## src/qsscr_pkg.sv

```systemverilog
package qsscr_pkg;

    // ------------------------------------------------------------
    // register indexes (byte address = index * 4)
    // ------------------------------------------------------------
    localparam logic [29:0] CTRL3_STATUS_IDX  = 30'h0030501E;
    localparam logic [29:0] CTRL2_IDX         = 30'h0030501C;
    localparam logic [29:0] CONFIG_IDX        = 30'h00305020;
    localparam logic [29:0] RAM_BASE_IDX      = 30'h00305040;
    localparam int          RAM_WORDS         = 40;
    localparam int          RAM_HALFWORDS     = 80;
    localparam logic [6:0]  TX_HW_BASE        = 7'h20;
    localparam logic [6:0]  CMD_HW_BASE       = 7'h40;

    // ------------------------------------------------------------
    // third control byte / status byte word bits
    // ------------------------------------------------------------
    localparam int LOOPBACK_BIT   = 10;
    localparam int HALT_FAULT_IRQ_ENABLE_BIT       = 9;
    localparam int HALT_BIT       = 8;
    localparam int DONE_BIT       = 7;
    localparam int MODE_FAULT_FLAG_BIT       = 6;
    localparam int HALT_ACK_FLAG_BIT      = 5;
    localparam int CPTR_MSB       = 4;
    localparam logic [4:0] CPTR_RESET = 5'h00;

    // ------------------------------------------------------------
    // second control word bits
    // ------------------------------------------------------------
    localparam int DONE_IE_BIT    = 15;
    localparam int WRAP_EN_BIT    = 14;
    localparam int WRAP_TO_BIT    = 13;
    localparam int ENDQ_MSB       = 12;
    localparam int ENDQ_LSB       = 8;
    localparam int NEWQ_MSB       = 4;

    // ------------------------------------------------------------
    // config register bits
    // ------------------------------------------------------------
    localparam int UNIT_EN_BIT    = 0;
    localparam int MASTER_BIT     = 1;
    localparam int FRZ_EN_BIT     = 2;
    localparam int START_BIT      = 3;

    // command byte: bit 6 selects 16-bit transfers, bits 3:0 chip selects
    localparam int CMD_LEN16_BIT  = 6;

    // ------------------------------------------------------------
    // timing
    // ------------------------------------------------------------
    localparam int          CLK_MHZ        = 100;
    localparam int          SCK_HALF_NS    = 80;
    localparam logic [7:0]  SCK_HALF_CYC   = 8'((SCK_HALF_NS * CLK_MHZ) / 1000);
    localparam logic [4:0]  LEN8           = 5'h08;
    localparam logic [4:0]  LEN16          = 5'h10;

    typedef struct packed {
        logic loopback;
        logic halt_fault_irq_enable;
        logic halt;
    } qsscr_ctrl3_t;

    typedef struct packed {
        logic       done;
        logic       mode_fault_flag;
        logic       halt_ack_flag;
        logic [4:0] cptr;
    } qsscr_status_t;

    typedef enum {
        QS_IDLE,
        QS_LOAD,
        QS_SHIFT,
        QS_STORE,
        QS_HALTED
    } qsscr_state_t;

endpackage

```

## src/qsscr_top.sv

```systemverilog
// Operation
// - loopback bit feeds serializer output back to its input for test
// - interrupt enable bit gates halt-ack and mode-fault flags onto request
// - halt request stops the queue only between commands; resumable state
// - CPU reads and writes the third control byte; engine only reads it
// - flags set by hardware only; cleared by read-with-set then write zero
// - completed-command pointer ignores CPU writes; engine updates it
// - queue-done set after ending command; again every wrapped pass
// - mode fault set when enabled master sees slave-select pulled low
// - halt-ack set when the engine actually comes to rest on halt
// - halt-ack also set on debug freeze while freeze enable is one
// - completed pointer holds last executed command, updated per command
// - 160-byte dual-ported RAM shared by engine and CPU
// - CPU RAM access stretched by at most two wait states
// - byte, half-word, word access; word access locks out the engine
// - RAM split into receive, transmit and command segments
// - received words stored right-justified
// - unfilled receive bits written as zero at entry completion
// - after each command compare its address with ending pointer
// - wrap to address zero or first-command pointer per wrap select
`timescale 1ns/1ps
`default_nettype none

module qsscr_top
    import qsscr_pkg::*;
(
    input  wire logic        CLK_I,      // system clock
    input  wire logic        SRST_I,     // sync reset, active high
    input  wire logic        PSEL_I,     // apb select
    input  wire logic        PENABLE_I,  // apb access phase
    input  wire logic        PWRITE_I,   // apb direction
    input  wire logic [31:0] PADDR_I,    // apb byte address
    input  wire logic [31:0] PWDATA_I,   // apb write data
    input  wire logic [3:0]  PSTRB_I,    // apb byte strobes
    output logic      [31:0] PRDATA_O,   // apb read data
    output logic             PREADY_O,   // apb ready
    output logic             PSLVERR_O,  // apb error on unmapped address
    input  wire logic        MISO_I,     // serial data in
    input  wire logic        SS_N_I,     // slave select in, active low
    input  wire logic        FREEZE_I,   // debug freeze
    output logic             SCK_O,      // serial clock
    output logic             MOSI_O,     // serial data out
    output logic      [3:0]  PCS_O,      // peripheral chip selects
    output logic             IRQ_O       // interrupt request
);

    // ------------------------------------------------------------
    // state
    // ------------------------------------------------------------
    logic [15:0]    ram_q [RAM_HALFWORDS];
    qsscr_ctrl3_t   ctrl3_q,  ctrl3_d;
    qsscr_status_t  stat_q,   stat_d;
    logic [2:0]     seen_q,   seen_d;
    logic [15:0]    ctrl2_q,  ctrl2_d;
    logic [2:0]     cfg_q,    cfg_d;
    qsscr_state_t   st_q,     st_d;
    logic [4:0]     qp_q,     qp_d;
    logic [15:0]    tx_q,     tx_d;
    logic [15:0]    rx_q,     rx_d;
    logic [4:0]     cnt_q,    cnt_d;
    logic           len16_q,  len16_d;
    logic [7:0]     div_q,    div_d;
    logic           sck_q,    sck_d;
    logic [3:0]     pcs_q,    pcs_d;
    logic [31:0]    rdata_q,  rdata_d;
    logic           irq_q,    irq_d;
    logic [1:0]     miso_s,   ss_s,     frz_s;

    // ------------------------------------------------------------
    // bus decode
    // ------------------------------------------------------------
    logic        acc, hit_cs, hit_c2, hit_cfg, hit_ram, mapped;
    logic        cpu_lock, eng_req, ram_wait;
    logic [29:0] widx;
    logic [29:0] woff;
    logic [6:0]  hw0;

    assign widx     = PADDR_I[31:2];
    assign woff     = widx - RAM_BASE_IDX;
    assign hw0      = {woff[5:0], 1'b0};
    assign acc      = PSEL_I & PENABLE_I;
    assign hit_cs   = (widx == CTRL3_STATUS_IDX);
    assign hit_c2   = (widx == CTRL2_IDX);
    assign hit_cfg  = (widx == CONFIG_IDX);
    assign hit_ram  = (widx >= RAM_BASE_IDX) && (woff < 30'(RAM_WORDS));
    assign mapped   = hit_cs | hit_c2 | hit_cfg | hit_ram;
    // word access is coherent: the engine waits for it
    assign cpu_lock = acc & hit_ram & (PSTRB_I == 4'hF | ~PWRITE_I);
    assign eng_req  = (st_q == QS_LOAD || st_q == QS_STORE) && !cpu_lock;
    // engine store and load cycles are back to back, so two waits at most
    assign ram_wait = hit_ram & eng_req & ~cpu_lock;

    assign PREADY_O  = ~ram_wait;
    assign PSLVERR_O = acc & ~mapped;
    assign PRDATA_O  = rdata_q;
    assign SCK_O     = sck_q;
    assign MOSI_O    = tx_q[15];
    assign PCS_O     = pcs_q;
    assign IRQ_O     = irq_q;

    // ------------------------------------------------------------
    // pin synchronisers
    // ------------------------------------------------------------
    always_ff @(posedge CLK_I) begin
        if (SRST_I) begin
            miso_s <= 2'h0;
            ss_s   <= 2'h3;
            frz_s  <= 2'h0;
        end else begin
            miso_s <= {miso_s[0], MISO_I};
            ss_s   <= {ss_s[0], SS_N_I};
            frz_s  <= {frz_s[0], FREEZE_I};
        end
    end

    // ------------------------------------------------------------
    // next-state logic
    // ------------------------------------------------------------
    logic        wr_done, rd_done, ser_in, frozen, at_end, tick;
    logic [15:0] cmd_hw;
    logic [7:0]  cmd_b;
    logic [15:0] rx_fill;
    logic [4:0]  endq, newq;

    always_comb begin
        wr_done = acc & PWRITE_I & PREADY_O & mapped;
        rd_done = acc & ~PWRITE_I & PREADY_O;
        frozen  = frz_s[1] & cfg_q[FRZ_EN_BIT];
        endq    = ctrl2_q[ENDQ_MSB:ENDQ_LSB];
        newq    = ctrl2_q[NEWQ_MSB:0];
        at_end  = (qp_q == endq);
        cmd_hw  = ram_q[CMD_HW_BASE + 7'(qp_q[4:1])];
        cmd_b   = qp_q[0] ? cmd_hw[15:8] : cmd_hw[7:0];
        ser_in  = ctrl3_q.loopback ? tx_q[15] : miso_s[1];
        rx_fill = len16_q ? rx_q : {8'h00, rx_q[7:0]};
        tick    = (div_q == 8'h01);

        ctrl3_d = ctrl3_q;
        stat_d  = stat_q;
        seen_d  = seen_q;
        ctrl2_d = ctrl2_q;
        cfg_d   = cfg_q;
        st_d    = st_q;
        qp_d    = qp_q;
        tx_d    = tx_q;
        rx_d    = rx_q;
        cnt_d   = cnt_q;
        len16_d = len16_q;
        div_d   = div_q;
        sck_d   = sck_q;
        pcs_d   = pcs_q;
        rdata_d = rdata_q;

        // read data captured one cycle ahead of the answer
        if (PSEL_I) begin
            rdata_d = 32'h0000_0000;
            if (hit_cs) begin
                rdata_d[LOOPBACK_BIT] = ctrl3_q.loopback;
                rdata_d[HALT_FAULT_IRQ_ENABLE_BIT]     = ctrl3_q.halt_fault_irq_enable;
                rdata_d[HALT_BIT]     = ctrl3_q.halt;
                rdata_d[DONE_BIT]     = stat_q.done;
                rdata_d[MODE_FAULT_FLAG_BIT]     = stat_q.mode_fault_flag;
                rdata_d[HALT_ACK_FLAG_BIT]    = stat_q.halt_ack_flag;
                rdata_d[CPTR_MSB:0]   = stat_q.cptr;
            end else if (hit_c2) begin
                rdata_d[15:0] = ctrl2_q;
            end else if (hit_cfg) begin
                rdata_d[2:0] = cfg_q;
            end else if (hit_ram) begin
                rdata_d = {ram_q[hw0 + 7'h01], ram_q[hw0]};
            end
        end

        // ---------------- cpu register writes ----------------
        if (wr_done && hit_cs) begin
            if (PSTRB_I[1]) begin
                ctrl3_d.loopback = PWDATA_I[LOOPBACK_BIT];
                ctrl3_d.halt_fault_irq_enable     = PWDATA_I[HALT_FAULT_IRQ_ENABLE_BIT];
                ctrl3_d.halt     = PWDATA_I[HALT_BIT];
            end
            if (PSTRB_I[0]) begin
                // zero clears only a flag seen set by an earlier read
                if (!PWDATA_I[DONE_BIT] && seen_q[2]) stat_d.done  = 1'b0;
                if (!PWDATA_I[MODE_FAULT_FLAG_BIT] && seen_q[1]) stat_d.mode_fault_flag  = 1'b0;
                if (!PWDATA_I[HALT_ACK_FLAG_BIT] && seen_q[0]) stat_d.halt_ack_flag = 1'b0;
                seen_d = 3'h0;
            end
            // pointer field never takes cpu data
        end
        // remember what the answer showed, not a flag set during the access
        if (rd_done && hit_cs) begin
            seen_d = {rdata_q[DONE_BIT], rdata_q[MODE_FAULT_FLAG_BIT], rdata_q[HALT_ACK_FLAG_BIT]};
        end
        if (wr_done && hit_c2) begin
            if (PSTRB_I[1]) ctrl2_d[15:8] = PWDATA_I[15:8];
            if (PSTRB_I[0]) ctrl2_d[7:0]  = PWDATA_I[7:0];
        end
        if (wr_done && hit_cfg && PSTRB_I[0]) begin
            cfg_d = PWDATA_I[2:0];
        end

        // ---------------- flag sources (set beats clear) ----------------
        if (cfg_q[UNIT_EN_BIT] && cfg_q[MASTER_BIT] && !ss_s[1]) begin
            stat_d.mode_fault_flag = 1'b1;
        end
        if (frozen) begin
            stat_d.halt_ack_flag = 1'b1;
        end

        // ---------------- serial engine ----------------
        case (st_q)
            QS_IDLE: begin
                if (wr_done && hit_cfg && PSTRB_I[0] && PWDATA_I[START_BIT]
                    && cfg_d[UNIT_EN_BIT]) begin
                    qp_d = newq;
                    st_d = QS_LOAD;
                end
            end
            QS_LOAD: begin
                if (!cpu_lock) begin
                    len16_d = cmd_b[CMD_LEN16_BIT];
                    pcs_d   = cmd_b[3:0];
                    tx_d    = cmd_b[CMD_LEN16_BIT] ?
                              ram_q[TX_HW_BASE + 7'(qp_q)] :
                              {ram_q[TX_HW_BASE + 7'(qp_q)][7:0], 8'h00};
                    rx_d    = 16'h0000;
                    cnt_d   = cmd_b[CMD_LEN16_BIT] ? LEN16 : LEN8;
                    div_d   = SCK_HALF_CYC;
                    sck_d   = 1'b0;
                    st_d    = QS_SHIFT;
                end
            end
            QS_SHIFT: begin
                div_d = tick ? SCK_HALF_CYC : div_q - 8'h01;
                if (tick) begin
                    sck_d = ~sck_q;
                    if (!sck_q) begin
                        rx_d = {rx_q[14:0], ser_in};
                    end else begin
                        tx_d  = {tx_q[14:0], 1'b0};
                        cnt_d = cnt_q - 5'h01;
                        if (cnt_q == 5'h01) st_d = QS_STORE;
                    end
                end
            end
            QS_STORE: begin
                if (!cpu_lock) begin
                    stat_d.cptr = qp_q;
                    pcs_d = 4'h0;
                    if (at_end) stat_d.done = 1'b1;
                    if (at_end && !ctrl2_q[WRAP_EN_BIT]) begin
                        st_d  = QS_IDLE;
                    end else begin
                        if (at_end) begin
                            qp_d = ctrl2_q[WRAP_TO_BIT] ? newq : 5'h00;
                        end else begin
                            qp_d = qp_q + 5'h01;
                        end
                        // halt only lands between commands
                        if (ctrl3_q.halt || frozen) begin
                            st_d = QS_HALTED;
                            stat_d.halt_ack_flag = 1'b1;
                        end else begin
                            st_d = QS_LOAD;
                        end
                    end
                end
            end
            QS_HALTED: begin
                if (!ctrl3_q.halt && !frozen) st_d = QS_LOAD;
            end
            default: st_d = QS_IDLE;
        endcase
        if (!cfg_d[UNIT_EN_BIT]) begin
            st_d  = QS_IDLE;
            pcs_d = 4'h0;
            sck_d = 1'b0;
        end

        irq_d = (ctrl3_q.halt_fault_irq_enable & (stat_q.halt_ack_flag | stat_q.mode_fault_flag))
              | (ctrl2_q[DONE_IE_BIT] & stat_q.done);
    end

    // ------------------------------------------------------------
    // registers
    // ------------------------------------------------------------
    always_ff @(posedge CLK_I) begin
        if (SRST_I) begin
            ctrl3_q <= '0;
            stat_q  <= '{done: 1'b0, mode_fault_flag: 1'b0, halt_ack_flag: 1'b0, cptr: CPTR_RESET};
            seen_q  <= 3'h0;
            ctrl2_q <= 16'h0000;
            cfg_q   <= 3'h0;
            st_q    <= QS_IDLE;
            qp_q    <= 5'h00;
            tx_q    <= 16'h0000;
            rx_q    <= 16'h0000;
            cnt_q   <= 5'h00;
            len16_q <= 1'b0;
            div_q   <= 8'h00;
            sck_q   <= 1'b0;
            pcs_q   <= 4'h0;
            rdata_q <= 32'h0000_0000;
            irq_q   <= 1'b0;
        end else begin
            ctrl3_q <= ctrl3_d;
            stat_q  <= stat_d;
            seen_q  <= seen_d;
            ctrl2_q <= ctrl2_d;
            cfg_q   <= cfg_d;
            st_q    <= st_d;
            qp_q    <= qp_d;
            tx_q    <= tx_d;
            rx_q    <= rx_d;
            cnt_q   <= cnt_d;
            len16_q <= len16_d;
            div_q   <= div_d;
            sck_q   <= sck_d;
            pcs_q   <= pcs_d;
            rdata_q <= rdata_d;
            irq_q   <= irq_d;
        end
    end

    // ------------------------------------------------------------
    // shared queue RAM: receive 0x00-0x1F, transmit 0x20-0x3F,
    // command bytes 0x40-0x4F (halfword index)
    // ------------------------------------------------------------
    // contents are not reset; software loads them before a queue runs
    for (genvar g = 0; g < RAM_HALFWORDS; g++) begin : g_ram
        logic [15:0] nxt;
        logic        cpu_lo, cpu_hi;
        always_comb begin
            nxt    = ram_q[g];
            cpu_lo = wr_done && hit_ram && (7'(g) == hw0);
            cpu_hi = wr_done && hit_ram && (7'(g) == hw0 + 7'h01);
            if (cpu_lo && PSTRB_I[0]) nxt[7:0]  = PWDATA_I[7:0];
            if (cpu_lo && PSTRB_I[1]) nxt[15:8] = PWDATA_I[15:8];
            if (cpu_hi && PSTRB_I[2]) nxt[7:0]  = PWDATA_I[23:16];
            if (cpu_hi && PSTRB_I[3]) nxt[15:8] = PWDATA_I[31:24];
            if (st_q == QS_STORE && !cpu_lock && 7'(g) == 7'(qp_q)) begin
                nxt = rx_fill;
            end
        end
        always_ff @(posedge CLK_I) begin
            ram_q[g] <= nxt;
        end
    end

endmodule // qsscr_top

`default_nettype wire
```

## config.mk

```make
export PLATFORM = sky130hd
export DESIGN_NAME = qsscr_top
export DESIGN_NICKNAME = d
export VERILOG_FILES = /design/src/qsscr_pkg.sv /design/src/qsscr_top.sv
export SDC_FILE = /design/constraint.sdc
export NUM_CORES = 2
export LEC_CHECK = 0
export BUFFER_PORTS_ARGS = -buffer_cell sky130_fd_sc_hd__buf_4
export CORE_AREA = 2 2 391 393
export DETAILED_ROUTE_END_ITERATION = 16
export DIE_AREA = 0 0 393 395
export HOLD_SLACK_MARGIN = 0.12
export PLACE_DENSITY_LB_ADDON = 0.08
export SLEW_MARGIN = 20
export SYNTH_ARGS = -nofsm -noshare
export SYNTH_HDL_FRONTEND = slang
export SYNTH_SLANG_ARGS = --single-unit
```

## constraint.sdc

```tcl
create_clock -name CLK_I -period 9.73 [get_ports CLK_I]
set_input_delay 0.973 -clock CLK_I [delete_from_list [all_inputs] [get_ports CLK_I]]
set_output_delay 0.973 -clock CLK_I [all_outputs]
set_load 0.005 [all_outputs]
```

* Yosys cells after proc, flatten, opt, wreduce, memory -nomap -nowiden
Memories as Yosys holds them, arrays and structs flattened. Cells that the tools add are included. W data, S select, Z words.
Storage, ports and cells: input bits 76, RAM bits 1280, output and inout port bits 41, bits in registers 160, memories kept 1
Memories:
- ram_q | depth 80, bits a word 16, rd ports 4, clocked after memory_dff 0, wr ports 2, line qsscr_top.sv:50 | logic [15:0] ram_q [RAM_HALFWORDS];
Operators by class: magnitude comparators 2, $add $sub $neg 7, bitwise gates (word level) 26, multiplexer cells 573, equal/unequal tests 331, reductions and logical operators 525
Operators by type and width (count):
- $mux W8 | 242
- $mux W16 | 120
- $reduce_or A16 Y1 | 78
- $mux W7 | 79
- $logic_and A1 B1 Y1 | 410
- $mux W32 | 9
- $eq A6 B7 Y1 const A | 32
- $ne A2 B2 Y1 const B | 89
- $pmux W32 S5 | 1
- $mux W2 | 78
- $eq A5 B7 Y1 const A | 16
- $eq A7 B7 Y1 const A | 16
- $eq A32 B2 Y1 const B | 3
- $eq A5 B6 Y1 const A | 16
- $ne A3 B3 Y1 const B | 32
- $eq A30 B22 Y1 const B | 3
- $eq A5 B5 Y1 const A | 16
- $eq A32 B3 Y1 const B | 2
- $pmux W16 S2 | 2
- $eq A4 B7 Y1 const A | 8
- $eq A4 B6 Y1 const A | 8
- $eq A6 B6 Y1 const A | 8
- $ne A1 B1 Y1 const B | 48
- $mux W5 | 9
- other kinds (49) | 139

* Depth between registers and ports, before layout
depth in word-level cells 57, mapped depth 13, depth with buffers taken out 8

* Worst setup path before layout
Ideal clock, no wire load.
path kind input to output, start point input port PADDR_I[2], end point output port PSLVERR_O, cell stages on the path 9, data arrival time 3.019 ns, path slack 5.738 ns, required time 8.757 ns, path buffers 6, cell sequence clkbuf_1 -> buf_2 -> buf_2 -> buf_2 -> clkbuf_1 -> nor3_2 -> buf_4 -> or4_1 -> nor2_1
On the way: longest elaborated chain between the ends 6, elaborated cells on any way between the ends 12, classes of those cells add/sub (1); order compare (2); eq/ne (3); bitwise (5); reduce/logical (1)
Ends and longest elaborated chain:
- from (decl) | line qsscr_top.sv:32 | input wire logic [31:0] PADDR_I,
- $sub A30 B22 Y30, or another cell as far along | line qsscr_top.sv:79 | assign woff = widx - RAM_BASE_IDX;
- $lt A30 B6 Y1 or $or A1 B1 Y1 (tied branches) | line qsscr_top.sv:85, qsscr_top.sv:86
- $logic_and A1 B1 Y1 or $or A1 B1 Y1 (tied branches) | line qsscr_top.sv:85, qsscr_top.sv:86
- $or A1 B1 Y1 * | line qsscr_top.sv:86 | assign mapped = hit_cs | hit_c2 | hit_cfg | hit_ram;
- $not A1 Y1 * | line qsscr_top.sv:94 | assign PSLVERR_O = acc & ~mapped;
- $and A1 B1 Y1 * | line qsscr_top.sv:94
- to (decl) | line qsscr_top.sv:37 | output logic PSLVERR_O,
Mark *: on every way between the ends. The rest lies on a longest branch, timed or not.

* Final worst setup path
start point input port PADDR_I[6], end point output port PSLVERR_O
Same word-level chain as after synthesis.

==> run_results.csv <==
group,metric,value,unit
run_status,status,"finished clean",
timing,clock.fmax,199,MHz
placed_design,place_congestion,0.874,
synthesis,yosys.area.top_type_share,0.568,
synthesis,synth_area,67600,um^2
floorplan,die-area,155000,um^2
clock_tree,cts.path.max_buffers,3,
clock_tree,root_buffer,"clkbuf_16",
finish,most-common-layout-cells,"edfxtp_1, mux4_2, mux2_2",
global_routing,antenna_found_initial,13,
clock_tree,cts_tree,"yes",
min_path,hold_path.class,"in2reg",
timing,tns,0,ns
worst_setup_path,cp_cell_sequence,"buf_4, nor2b_1, nand3_1, or4_1, nor3_2, buf_4, or4_1, nor2_1, buf_4",
synthesis,yosysUniqueCellTypes,87,
worst_setup_path,worst-path-max-fanout,20,
placed_design,place_area,70500,um^2
timing,skew,0.0309,ns
worst_setup_path,path_delay_family,"simple AND/OR/NAND/NOR gates",
power_and_ir_drop,powerDensity,173,nW/um^2
placed_design,io_buffers,114,
finish,drive_above_1_share,0.330,
finish,multi_input_area,25000,um^2
synthesis,synthTopCellsByArea,"edfxtp_1, mux4_2, mux2_2",
finish,final_nets,4272,
synthesis,ys_seq_elements,1411,
synthesis,synth_area_leader_cell,"edfxtp_1",
worst_setup_path,crit_top_cell,"buf_4",
timing,slew_headroom,0.236,
timing,drv_slew,0,
timing,period_needed,5.03,ns
timing,fin_crit_sh,0.517,
synthesis,synthesis.nets,4251,
worst_setup_path,slowest_delay,0.89,ns
global_routing,use_met3,0.0715,
detailed_routing,initialDrtViolationCount,4654,
detailed_routing,ant_nets,0,
worst_setup_path,cpMaxStageDelayCell,"nor2b_1",
floorplan,io_pins,117,
timing,setup_viol,0,
placed_design,dpl.cell_count,6056,
finish,postLayoutCoreUtil,0.498,
timing,rsz0062_at_grt,"false",
clock_tree,path_clk_slew,0.06,ns
detailed_routing,drc,0,
clock_tree,htree_levels,4,
synthesis,syn_avg_cell_area,16.2,um^2
global_routing,grt_pass1_wl,302,mm
clock_tree,clkLatencyLatePin,0.81,ns
worst_setup_path,critPathCaptureType,"primary output",
timing,hold_viol,0,
clock_tree,cts.sinks,1411,
finish,syn2layout_area_growth,11.4,%
finish,n_fill_cell,12600,
detailed_routing,vias_per_cell,6.27,
detailed_routing,wire_per_inst,33.7,um
synthesis,synthCells,4165,
global_routing,grtUsageMet2,0.429,
worst_setup_path,required,8.76,ns
run,drv_cap,0,
timing,whs,0.379,ns
worst_setup_path,crit_arrival,4.06,ns
power_and_ir_drop,p_leak,24.1,nW
global_routing,grt_pass1_vias,39300,
detailed_routing,drt_wl_total,214,mm
finish,stdcell_count,6345,
worst_setup_path,crit_buf_inv,3,
floorplan,placementRows,143,
global_routing,grt-busiest-layer,"met2",
clock_tree,cts_setup_buffers,0,
floorplan,die_y,395,um
finish,seqCellArea,41100,um^2
global_routing,track_usage,0.276,
finish,layout_commonest_cell,"edfxtp_1",
clock_tree,cts_made_buffers,158,
timing,worst_pin_slew,1.15,ns
global_routing,grtUsageMet1,0.385,
detailed_routing,firstDrtPassIters,9,
global_routing,overflow,0,
power_and_ir_drop,ir_worst_vdd,0.184,mV
synthesis,synthArstFlopShare,0,
placed_design,dp_hpwl,144,mm
clock_tree,cts_resized,0,
synthesis,synth_edf_count,1280,
detailed_routing,vias,39800,
floorplan,die_w,393,um
clock_tree,cts_hold_buf,0,
worst_setup_path,start_kind,"input port",
synthesis,synthFlopType,"edfxtp_1",
synthesis,yosysWarningCount,0,
worst_setup_path,critPathKind,"in2out",
floorplan,coreArea,151000,um^2
synthesis,yosysSeqAreaShare,0.607,
finish,final_area,75400,um^2
global_routing,grt_max_degree,115,
floorplan,initial_utilization,0.447,
-- logic make-up after synthesis --
logic type               synth area share
adder cells (fa/ha/maj)           0.00185
AO/OA/AOI/OAI                      0.0421
multiplexers                        0.268
AND/OR/NAND/NOR                    0.0561
XOR/XNOR                          0.00130
buffers and inverters              0.0235
flip-flops                          0.607
-- registers in the layout, indices dropped and copies added (netlist names), 4 cells and up --
name,count
PCS_O,4
PRDATA_O,32
cnt_q,5
ctrl2_q,16
div_q,8
qp_q,5
ram_q,1280
rx_q,16
stat_q,8
tx_q,16
-- cell type report --
class / instances / area share
diodes: 2 / 0.0000664
clock buffers: 210 / 0.0555
clock inverters: 77 / 0.00928
inverters: 15 / 0.000747
multi-input cells: 2370 / 0.332
flip-flops and latches: 1411 / 0.545
well taps: 2030 / 0.0337
repair buffers: 230 / 0.0239
-- metal layers --
layer  vias to the layer above  wire [um]
li1                      16800          -
met1                     21000      89100
met2                      1687     100000
met3                       285      18500
met4                         8       6100
met5                         -        113
-- power by group --
| part | switching, W | total [W] | leakage, nW | internal, W |
|---|---|---|---|---|
| Clock | 0.00253 | 0.00574 | 2.37 | 0.00320 |
| Combinational | 0.000434 | 0.000718 | 9.17 | 0.000284 |
| Sequential | 0.00000179 | 0.00660 | 12.6 | 0.00660 |
-- synthesized netlist by cell type (20+ instances only) --
cell,n
edfxtp_1,1280
mux4_2,545
mux2_2,381
nand2_1,339
clkbuf_1,226
o21ai_0,216
nor2_1,171
dfxtp_1,131
mux2i_1,92
nand3_1,87
a21oi_1,81
buf_2,66
buf_1,62
mux2_1,56
nor3_1,28
nand4_1,25
and2_1,20
-- metrics by stage --
step / power [W] / setup WS (ns)
2_1_floorplan: 0.00714 / 5.74
3_3_place_gp: 0.00744 / 4.03
3_5_place_dp: 0.00744 / 4.12
4_1_cts: 0.0131 / 4.67
5_1_grt: 0.0134 / 4.57
6_report: 0.0131 / 4.70
-- worst reg2reg max path: stages (launching register included) --
cell     delay, ns
dfxtp_4       0.81
buf_4         0.62
ha_1          0.61
nand2_1       0.49
nor2_1        0.28
ha_1          0.25
nand2_2       0.49
o21ai_0       0.29
buf_4         0.27
-- path summary, 6_finish.rpt --
kind | startpoint | to | slack (ns) | cells past startpoint
min | MISO_I | miso_s[0] | 0.38 | 2
max | PADDR_I[6] | PSLVERR_O | 4.70 | 9
min reg2reg | ss_s[0] | ss_s[1] | 0.43 | 1
max reg2reg | qp_q[0] | ram_q[15][7] | 5.28 | 8
Note: power is estimated with default switching activity, not from simulation.
